`src/verilog/synth_divider_defs.svh`:
```
// Constants for the synthesizer divider programming port
`ifndef SYNTH_DIVIDER_DEFS_SVH
`define SYNTH_DIVIDER_DEFS_SVH
`define FB_DIV_W 9
`define POST_SEL_W 2
`define TEST_W 3
`define SHIFT_LEN 14
`define FB_DIV_RESET 9'h00A
`define POST_SEL_RESET 2'h0
`define TEST_RESET 3'h0
`define POST_DIV1 2'h0
`define POST_DIV2 2'h1
`define POST_DIV4 2'h2
`define POST_DIV8 2'h3
`define SYNC_STAGES 2
`define SYNC_SETTLE 2'h3
`endif

```
`src/verilog/synth_divider_pkg.sv`:
```
// Types shared by the divider programming port
`include "synth_divider_defs.svh"
package synth_divider_pkg;
  typedef struct packed {
    logic [`TEST_W-1:0] test_field;
    logic [`POST_SEL_W-1:0] post_divide_select;
    logic [`FB_DIV_W-1:0] feedback_divide_bits;
  } divider_word_t;

  typedef struct packed {
    logic primary_clk_out;
    logic primary_clk_out_b;
    logic quadrature_clk_out;
    logic quadrature_clk_out_b;
  } clk_pair_t;

  typedef enum logic [1:0] {
    MODE_PARALLEL,
    MODE_SERIAL_SHIFT,
    MODE_SERIAL_THROUGH
  } prog_mode_t;
endpackage : synth_divider_pkg

```
`src/verilog/synth_divider_program_port.sv`:
```
// Divider programming logic: parallel and serial load paths, master clear, outputs
`include "synth_divider_defs.svh"
module synth_divider_program_port
  import synth_divider_pkg::*;
#(
  parameter int FB_W = `FB_DIV_W,
  parameter int SHIFT_LEN = `SHIFT_LEN,
  parameter bit FB_FIRST = 1'b0
) (
  input wire logic clock,
  input wire logic rst_b,
  input wire logic master_clear,
  input wire logic parallel_latch_n,
  input wire logic [FB_W-1:0] feedback_divide_bits,
  input wire logic [`POST_SEL_W-1:0] post_divide_select,
  input wire logic serial_shift_clock,
  input wire logic serial_in,
  input wire logic serial_transfer,
  input wire logic pll_bypass_n,
  input wire logic ref_source_sel,
  input wire logic xtal_ref_tick,
  input wire logic ext_ref_tick,
  output synth_divider_pkg::divider_word_t divider_cfg,
  output synth_divider_pkg::prog_mode_t prog_mode,
  output logic ref_tick_sel,
  output logic [FB_W+4:0] vco_ratio,
  output logic test_monitor,
  output synth_divider_pkg::clk_pair_t clk_out
);
  import synth_divider_pkg::*;

  localparam int IN_W = 6 + FB_W + `POST_SEL_W;
  localparam int WORD_W = `TEST_W + `POST_SEL_W + FB_W;

  // All programming pins cross into the clock domain before any decoding; the reference select and ticks are not synchronised
  logic [IN_W-1:0] pins_raw;
  logic [IN_W-1:0] pins_s;
  assign pins_raw = {master_clear, parallel_latch_n, serial_shift_clock, serial_in, serial_transfer,
                     pll_bypass_n, feedback_divide_bits, post_divide_select};

  pin_sync #(.WIDTH(IN_W)) u_sync (
    .clock(clock),
    .rst_b(rst_b),
    .async_in(pins_raw),
    .sync_out(pins_s)
  );

  logic mr_s;
  logic pl_n_s;
  logic sclk_s;
  logic sdin_s;
  logic sxfer_s;
  logic byp_n_s;
  logic [FB_W-1:0] fb_s;
  logic [`POST_SEL_W-1:0] ps_s;
  assign {mr_s, pl_n_s, sclk_s, sdin_s, sxfer_s, byp_n_s, fb_s, ps_s} = pins_s;

  // Rising-edge test of a synchronised pin against its registered history
  function automatic logic rose(input logic now_v, input logic was_v);
    rose = now_v && !was_v;
  endfunction : rose

  // The synchroniser leaves reset at zero, which would read as a parallel
  // pass-through of zero and as false edges; programming waits until the pins
  // and the edge history hold real levels, so a pin event in the first
  // cycles after reset can be lost
  logic [1:0] settle_q;
  logic [1:0] settle_d;
  logic pins_valid;
  always_comb begin
    settle_d = settle_q;
    if (settle_q != `SYNC_SETTLE) begin
      settle_d = settle_q + 2'h1;
    end
    pins_valid = (settle_q == `SYNC_SETTLE);
  end

  always_ff @(posedge clock or negedge rst_b) begin
    if (!rst_b) begin
      settle_q <= 2'h0;
    end else begin
      settle_q <= settle_d;
    end
  end

  // Edge history and programming state
  logic pl_n_q;
  logic pl_n_d;
  logic sclk_q;
  logic sclk_d;
  logic sxfer_q;
  logic sxfer_d;
  logic [SHIFT_LEN-1:0] shift_q;
  logic [SHIFT_LEN-1:0] shift_d;
  logic [FB_W-1:0] fb_q;
  logic [FB_W-1:0] fb_d;
  logic [`POST_SEL_W-1:0] ps_q;
  logic [`POST_SEL_W-1:0] ps_d;
  logic [`TEST_W-1:0] test_q;
  logic [`TEST_W-1:0] test_d;
  logic serial_mode_q;
  logic serial_mode_d;

  // Field extraction from the shift register, order set by parameter
  logic [FB_W-1:0] sh_fb;
  logic [`POST_SEL_W-1:0] sh_ps;
  logic [`TEST_W-1:0] sh_test;
  always_comb begin
    if (FB_FIRST) begin
      {sh_fb, sh_ps, sh_test} = shift_q[WORD_W-1:0];
    end else begin
      {sh_test, sh_ps, sh_fb} = shift_q[WORD_W-1:0];
    end
  end

  logic sclk_rise;
  logic pl_rise;
  logic xfer_rise;
  logic xfer_fall;

  always_comb begin
    sclk_rise = rose(sclk_s, sclk_q);
    pl_rise = rose(pl_n_s, pl_n_q);
    xfer_rise = rose(sxfer_s, sxfer_q);
    xfer_fall = rose(sxfer_q, sxfer_s);
    // Edge history keeps running through clear so no stale edge fires after it
    pl_n_d = pl_n_s;
    sclk_d = sclk_s;
    sxfer_d = sxfer_s;
    shift_d = shift_q;
    fb_d = fb_q;
    ps_d = ps_q;
    test_d = test_q;
    serial_mode_d = serial_mode_q;
    // Master clear only stops the outputs; stored values are untouched
    if (!mr_s && pins_valid) begin
      if (!pl_n_s) begin
        fb_d = fb_s;
        ps_d = ps_s;
        serial_mode_d = 1'b0;
      end else if (pl_rise && !sxfer_s) begin
        fb_d = fb_s;
        ps_d = ps_s;
        serial_mode_d = 1'b0;
      end else begin
        if (sclk_rise) begin
          shift_d = {shift_q[SHIFT_LEN-2:0], sdin_s};
          serial_mode_d = 1'b1;
        end
        // Without an edge the shift register holds its contents
        if (sxfer_s && sclk_rise) begin
          fb_d = {fb_q[FB_W-2:0], sdin_s};
        end else if (xfer_rise && !sclk_s) begin
          fb_d = sh_fb;
          ps_d = sh_ps;
          test_d = sh_test;
          serial_mode_d = 1'b1;
        end else if (xfer_fall && !sclk_s) begin
          fb_d = sh_fb;
          ps_d = sh_ps;
          test_d = sh_test;
        end
      end
    end
  end

  always_ff @(posedge clock or negedge rst_b) begin
    if (!rst_b) begin
      pl_n_q <= 1'b0;
      sclk_q <= 1'b0;
      sxfer_q <= 1'b0;
      shift_q <= '0;
      fb_q <= FB_W'(`FB_DIV_RESET);
      ps_q <= `POST_SEL_RESET;
      test_q <= `TEST_RESET;
      serial_mode_q <= 1'b0;
    end else begin
      pl_n_q <= pl_n_d;
      sclk_q <= sclk_d;
      sxfer_q <= sxfer_d;
      shift_q <= shift_d;
      fb_q <= fb_d;
      ps_q <= ps_d;
      test_q <= test_d;
      serial_mode_q <= serial_mode_d;
    end
  end

  // Reference selection and VCO strobe: one tick per selected reference tick, not multiplied by M
  // Feedback count is kept as the divider state; the outputs run from reference events
  logic [FB_W-1:0] ref_count_q;
  logic [FB_W-1:0] ref_count_d;
  logic ref_tick;
  logic vco_tick;
  always_comb begin
    ref_tick = ref_source_sel ? xtal_ref_tick : ext_ref_tick;
    ref_count_d = ref_count_q;
    if (ref_tick) begin
      ref_count_d = (ref_count_q + FB_W'(1) >= fb_q) ? '0 : ref_count_q + FB_W'(1);
    end
    // Model limit: VCO ticks are the reference events, the ratio reported as M
    vco_tick = ref_tick;
  end

  always_ff @(posedge clock or negedge rst_b) begin
    if (!rst_b) begin
      ref_count_q <= '0;
    end else begin
      ref_count_q <= ref_count_d;
    end
  end

  logic phase_i;
  logic phase_q;
  clk_output_gen u_out (
    .clock(clock),
    .rst_b(rst_b),
    .vco_tick(vco_tick),
    .post_divide_select(ps_q),
    .quad_enable(byp_n_s),
    .hold_low(mr_s),
    .phase_i(phase_i),
    .phase_q(phase_q)
  );

  // Registered outputs
  divider_word_t cfg_q;
  prog_mode_t mode_q;
  prog_mode_t mode_d;
  logic ref_sel_q;
  logic [FB_W+4:0] ratio_q;
  logic [FB_W+4:0] ratio_d;
  logic test_mon_q;
  logic test_mon_d;
  clk_pair_t clk_q;
  clk_pair_t clk_d;

  always_comb begin
    // Serial modes show only after a serial event; any parallel load leaves them
    if (!serial_mode_q) begin
      mode_d = MODE_PARALLEL;
    end else if (sxfer_s) begin
      mode_d = MODE_SERIAL_THROUGH;
    end else begin
      mode_d = MODE_SERIAL_SHIFT;
    end
    // Ratio of VCO to reference is M, times 16 / N as the output ratio
    unique case (ps_q)
      `POST_DIV1: ratio_d = {1'b0, fb_q, 4'h0};
      `POST_DIV2: ratio_d = {2'b00, fb_q, 3'h0};
      `POST_DIV4: ratio_d = {3'b000, fb_q, 2'h0};
      `POST_DIV8: ratio_d = {4'h0, fb_q, 1'b0};
    endcase
    test_mon_d = serial_mode_q && pl_n_s && sdin_s;
    // Inverted legs are plain complements, so clear gives true low, inverted high
    clk_d.primary_clk_out = phase_i;
    clk_d.primary_clk_out_b = !phase_i;
    clk_d.quadrature_clk_out = phase_q;
    clk_d.quadrature_clk_out_b = !phase_q;
  end

  always_ff @(posedge clock or negedge rst_b) begin
    if (!rst_b) begin
      cfg_q <= '0;
      mode_q <= MODE_PARALLEL;
      ref_sel_q <= 1'b0;
      ratio_q <= '0;
      test_mon_q <= 1'b0;
      clk_q <= 4'h5;
    end else begin
      cfg_q <= {test_q, ps_q, fb_q};
      mode_q <= mode_d;
      ref_sel_q <= ref_tick;
      ratio_q <= ratio_d;
      test_mon_q <= test_mon_d;
      clk_q <= clk_d;
    end
  end

  assign divider_cfg = cfg_q;
  assign prog_mode = mode_q;
  assign ref_tick_sel = ref_sel_q;
  assign vco_ratio = ratio_q;
  assign test_monitor = test_mon_q;
  assign clk_out = clk_q;
endmodule : synth_divider_program_port

```
`src/verilog/pin_sync.sv`:
```
// Two-stage synchroniser for a bundle of pin inputs
module pin_sync #(
  parameter int WIDTH = 1
) (
  input wire logic clock,
  input wire logic rst_b,
  input wire logic [WIDTH-1:0] async_in,
  output logic [WIDTH-1:0] sync_out
);
  logic [WIDTH-1:0] meta_q;
  logic [WIDTH-1:0] meta_d;
  logic [WIDTH-1:0] sync_q;
  logic [WIDTH-1:0] sync_d;

  always_comb begin
    meta_d = async_in;
    sync_d = meta_q;
  end

  always_ff @(posedge clock or negedge rst_b) begin
    if (!rst_b) begin
      meta_q <= '0;
      sync_q <= '0;
    end else begin
      meta_q <= meta_d;
      sync_q <= sync_d;
    end
  end

  assign sync_out = sync_q;
endmodule : pin_sync

```
`src/verilog/clk_output_gen.sv`:
```
// Post divider and quadrature output generator driven by a VCO-rate strobe
`include "synth_divider_defs.svh"
module clk_output_gen (
  input wire logic clock,
  input wire logic rst_b,
  input wire logic vco_tick,
  input wire logic [`POST_SEL_W-1:0] post_divide_select,
  input wire logic quad_enable,
  input wire logic hold_low,
  output logic phase_i,
  output logic phase_q
);
  logic [3:0] count_q;
  logic [3:0] count_d;
  logic [3:0] half;
  logic [4:0] full;
  logic [4:0] count_inc;

  // Output period in VCO ticks is 2 * divider so quarter steps exist; divide by 8 needs a 5-bit period
  always_comb begin
    unique case (post_divide_select)
      `POST_DIV1: half = 4'h1;
      `POST_DIV2: half = 4'h2;
      `POST_DIV4: half = 4'h4;
      `POST_DIV8: half = 4'h8;
    endcase
    full = {half, 1'b0};
  end

  always_comb begin
    count_inc = {1'b0, count_q} + 5'h01;
    count_d = count_q;
    if (hold_low) begin
      count_d = 4'h0;
    end else if (vco_tick) begin
      count_d = (count_inc >= full) ? 4'h0 : count_inc[3:0];
    end
  end

  always_ff @(posedge clock or negedge rst_b) begin
    if (!rst_b) begin
      count_q <= 4'h0;
    end else begin
      count_q <= count_d;
    end
  end

  logic [4:0] q_pos;
  always_comb begin
    q_pos = {1'b0, count_q} + full - {2'b00, half[3:1]};
    if (q_pos >= full) begin
      q_pos = q_pos - full;
    end
    phase_i = !hold_low && (count_q < half);
    // Quadrature lags by a quarter period, with no lag at divide by 1; in bypass it follows phase_i
    phase_q = !hold_low && (quad_enable ? (q_pos[3:0] < half) : (count_q < half));
  end
endmodule : clk_output_gen

```
`config.mk`:
```
export PLATFORM = sky130hd
export DESIGN_NAME = synth_divider_program_port
export DESIGN_NICKNAME = d
export VERILOG_FILES = /design/src/verilog/synth_divider_pkg.sv /design/src/verilog/synth_divider_program_port.sv /design/src/verilog/pin_sync.sv /design/src/verilog/clk_output_gen.sv
export VERILOG_INCLUDE_DIRS = /design/src /design/src/verilog
export SDC_FILE = /design/constraint.sdc
export NUM_CORES = 1
export LEC_CHECK = 0
export BUFFER_PORTS_ARGS = -buffer_cell sky130_fd_sc_hd__buf_4
export CAP_MARGIN = 20
export CORE_MARGIN = 2
export CORE_UTILIZATION = 51
export DETAILED_ROUTE_END_ITERATION = 16
export GPL_ROUTABILITY_DRIVEN = 1
export PLACE_DENSITY = 0.75
export REMOVE_ABC_BUFFERS = 1
export SLEW_MARGIN = 40
export SYNTH_ARGS = -nofsm -noshare
export SYNTH_HDL_FRONTEND = slang
export SYNTH_SLANG_ARGS = --single-unit
```
`constraint.sdc`:
```
create_clock -name clock -period 3.9 [get_ports clock]
set_clock_uncertainty 0.1 [all_clocks]
set_input_delay 0.195 -clock clock [delete_from_list [all_inputs] [get_ports clock]]
set_output_delay 0.195 -clock clock [all_outputs]
set_load 0.03 [all_outputs]
```
==> impl_metrics.tcl <==
set metrics [dict create \
    leakage_nw 2.63 \
    dp_hpwl_mm 5.11 \
    ir_worst_vdd_v 0.000360 \
    pwr-share-seq_pct 47.2 \
    total_power_mw 2.76 \
    ctsRootBufferMaster "clkbuf_8" \
    core_area_um2 8220 \
    grtUsageTotal_pct 18.1 \
    final_common_cell "dfrtp_1" \
    vias 2610 \
    die-area_um2 9240 \
    synth_top_area_cell "dfrtp_1" \
    switching_power_uw 908 \
    clkLatencyLatePin_ns 0.36 \
    area_growth_syn_to_layout_pct 21.4 \
    tritoncts "yes" \
    cts-htree-levels 3 \
    period_minus_slack_ns 3.57 \
    utilization_pct 63.9 \
    grt_pass1_wl_mm 12.5 \
    clkPwrFrac_pct 23.5 \
    io_buffers 55 \
    worstSetupEndpointType "flip-flop" \
    finalSetupViolations 0 \
    power_frac_comb_pct 29.4 \
    gr-total-overflow 0 \
    finalWorstSetupSlack_ns 0.334 \
    final_hold_viol_count 0 \
    fp-row-count 33 \
    avgViaCountPerCell 5.15 \
    drt_iter0_drc 126 \
    cts.clk_slew.worst_paths_ns 0.10 \
    clock.fmax_ghz 0.280 \
    grt_antenna_before_repair 0 \
    path_class "flip-flop to flip-flop" \
    max-clock-path-buffers 2 \
    cp_data_arrival_time_ns 3.77 \
    fill_cells 623 \
    period_share_pct 91.4 \
    cts_sinks 106 \
    synth_top_area_share_pct 59.0 \
    swShare_pct 32.9 \
    internal_power_mw 1.85 \
    ys_types 48 \
    ys_seq_area_share_pct 61.4 \
    start_util_pct 52.7 \
    routed_wl_mm 7.49 \
    powerDensity_nw_per_um2 525 \
    antenna_cells 0 \
    ys_ff_latch 106 \
    slew_viol_final 0 \
    grt_max_degree 79 \
    synthCells 314 \
    multi_input_area_um2 1540 \
    final_cell_mix "101 x dfrtp_1, 62 x buf_4, 31 x mux2_2" \
    cts_buffers 9 \
    ys_top_cells_by_area "dfrtp_1 59%, mux2_2 8.1%, ha_1 6.1%" \
    grt_pass1_vias 2597 \
    reg2reg_slack_ns 0.33 \
    preCtsSetupSlack_ns 0.156 \
    start_kind "flip-flop" \
    post-route-drc-count 0 \
    hold_path_class "primary input to flip-flop" \
    synth_area_per_cell_um2 13.8 \
    yosysWarnings 0 \
    holdPathStages 4 \
    r2r_cells 14 \
    cts_setup_buffers 0 \
    firstDrtPassIters 4 \
    maxCapViolations 0 \
    netlist_area_um2 4330 \
    crit_fanout 11 \
    max-slew-margin-rel_pct 48.5 \
    ant_nets 0 \
    worstMarginPinSlew_ns 0.770 \
    regArea_um2 2660 \
    nets 442 \
    gp_congestion 0.886 \
    die_h_um 96.1 \
    die_x_um 96.1 \
    tns_ns 0 \
    rsz0062_at_grt "false" \
    status "complete, no violations" \
    wl_per_cell_um 14.8 \
    hold_slack_ns 0.244 \
    io_pins 58 \
    drive_gt1_share_pct 31.1 \
    crit_required_ns 4.10 \
]
==> final timing paths <==
path / from / endpoint
max in group asynchronous: rst_b / clk_out[2]$_DFF_PN1_
setup reg to reg: ps_q[0]$_DFFE_PN0P_ / clk_out[0]$_DFF_PN1_
setup / recovery: ps_q[0]$_DFFE_PN0P_ / clk_out[0]$_DFF_PN1_
hold reg to reg: u_sync.meta_q[8]$_DFF_PN0_ / u_sync.sync_out[8]$_DFF_PN0_
hold / removal: xtal_ref_tick / u_out.count_q[2]$_DFFE_PN0P_
min in group asynchronous: rst_b / u_sync.meta_q[12]$_DFF_PN0_
==> registers in the layout (all words and copies together) (netlist names), 2 cells and up <==
register         count
ps_q                 2
prog_mode            2
u_sync.sync_out     17
u_sync.meta_q       17
fb_q                 9
vco_ratio           12
settle_q             2
u_out.count_q        4
divider_cfg         14
clk_out              4
test_q               3
shift_q             14
==> synthesized netlist by cell type, drive strengths merged <==
master / count
a21boi: 1
a21oi: 9
nand3b: 1
o22ai: 4
xor2: 2
a31oi: 1
mux2i: 21
dfstp: 4
a2bb2oi: 2
a211oi: 1
a21o: 4
dfrtp: 102
nor2: 13
mux2: 31
and3: 4
o31a: 1
o21a: 2
buf: 10
and2b: 1
xnor2: 7
nand4: 1
inv: 12
conb: 1
a22o: 2
nand2b: 3
nand2: 18
nor3: 1
clkbuf: 2
nand3: 5
fa: 2
and2: 2
or3: 1
nor2b: 3
o21ai: 17
a21bo: 1
ha: 21
o22a: 1
==> layout make-up <==
type | instances | share of cell area, %
clock buffer | 10 | 2.62
clock inverter | 6 | 1.17
inverter | 12 | 0.858
multi-input combinational | 185 | 29.3
sequential | 106 | 50.6
tap | 105 | 2.50
timing repair buffer | 83 | 12.9
==> stage by stage <==
step           cell area, µm²  instances
6_report                 5250        507
5_1_grt                  5250        507
4_1_cts                  5250        507
3_5_place_dp             4850        471
3_3_place_gp             4850        471
2_1_floorplan            4240        303
==> timing repair <==
item / in CTS / in global routing
endpoints found under the hold margin: 93 / 0
hold buffers: 20 / 0
setup endpoints to repair: 0 / 2
gates resized for setup: 0 / 2
==> kinds of logic after synthesis <==
kind of cell	synth area share, %
muxes	12.9
adders and majority gates	7.00
DFF	61.4
and+or+nand+nor	6.51
xor gates and xnor gates	2.00
buffers and inverters	3.07
AOI/OAI and AO/OA	7.00
other	0.0867
==> critical path, stage by stage (launching register included) <==
cell,delay (ns)
dfrtp_2,0.50
nand2b_1,0.12
inv_1,0.06
ha_1,0.17
inv_1,0.06
ha_1,0.18
fa_1,0.48
fa_1,0.48
a31oi_1,0.18
o21ai_1,0.16
mux2_2,0.30
ha_1,0.28
o21ai_0,0.16
a21oi_1,0.07
o22a_1,0.19
==> power by group through the flow <==
stage	clock (mW)	sequential, mW	combinational (mW)
floorplan	0	1.45	0.393
CTS	0.664	1.30	0.812
global placement	0	1.32	0.761
detailed placement	0	1.33	0.793
global route	0.718	1.32	0.904
finish	0.647	1.30	0.810
==> per-layer routing <==
layer	part of all wire [%]	vias up	track usage, %
met4	2.0	0	6.67
met2	49	53	28.9
met3	4.4	13	4.15
li1	-	1247	-
met5	0	-	0
met1	44	1297	24.4
Note: power is estimated with default switching activity, not from simulation.
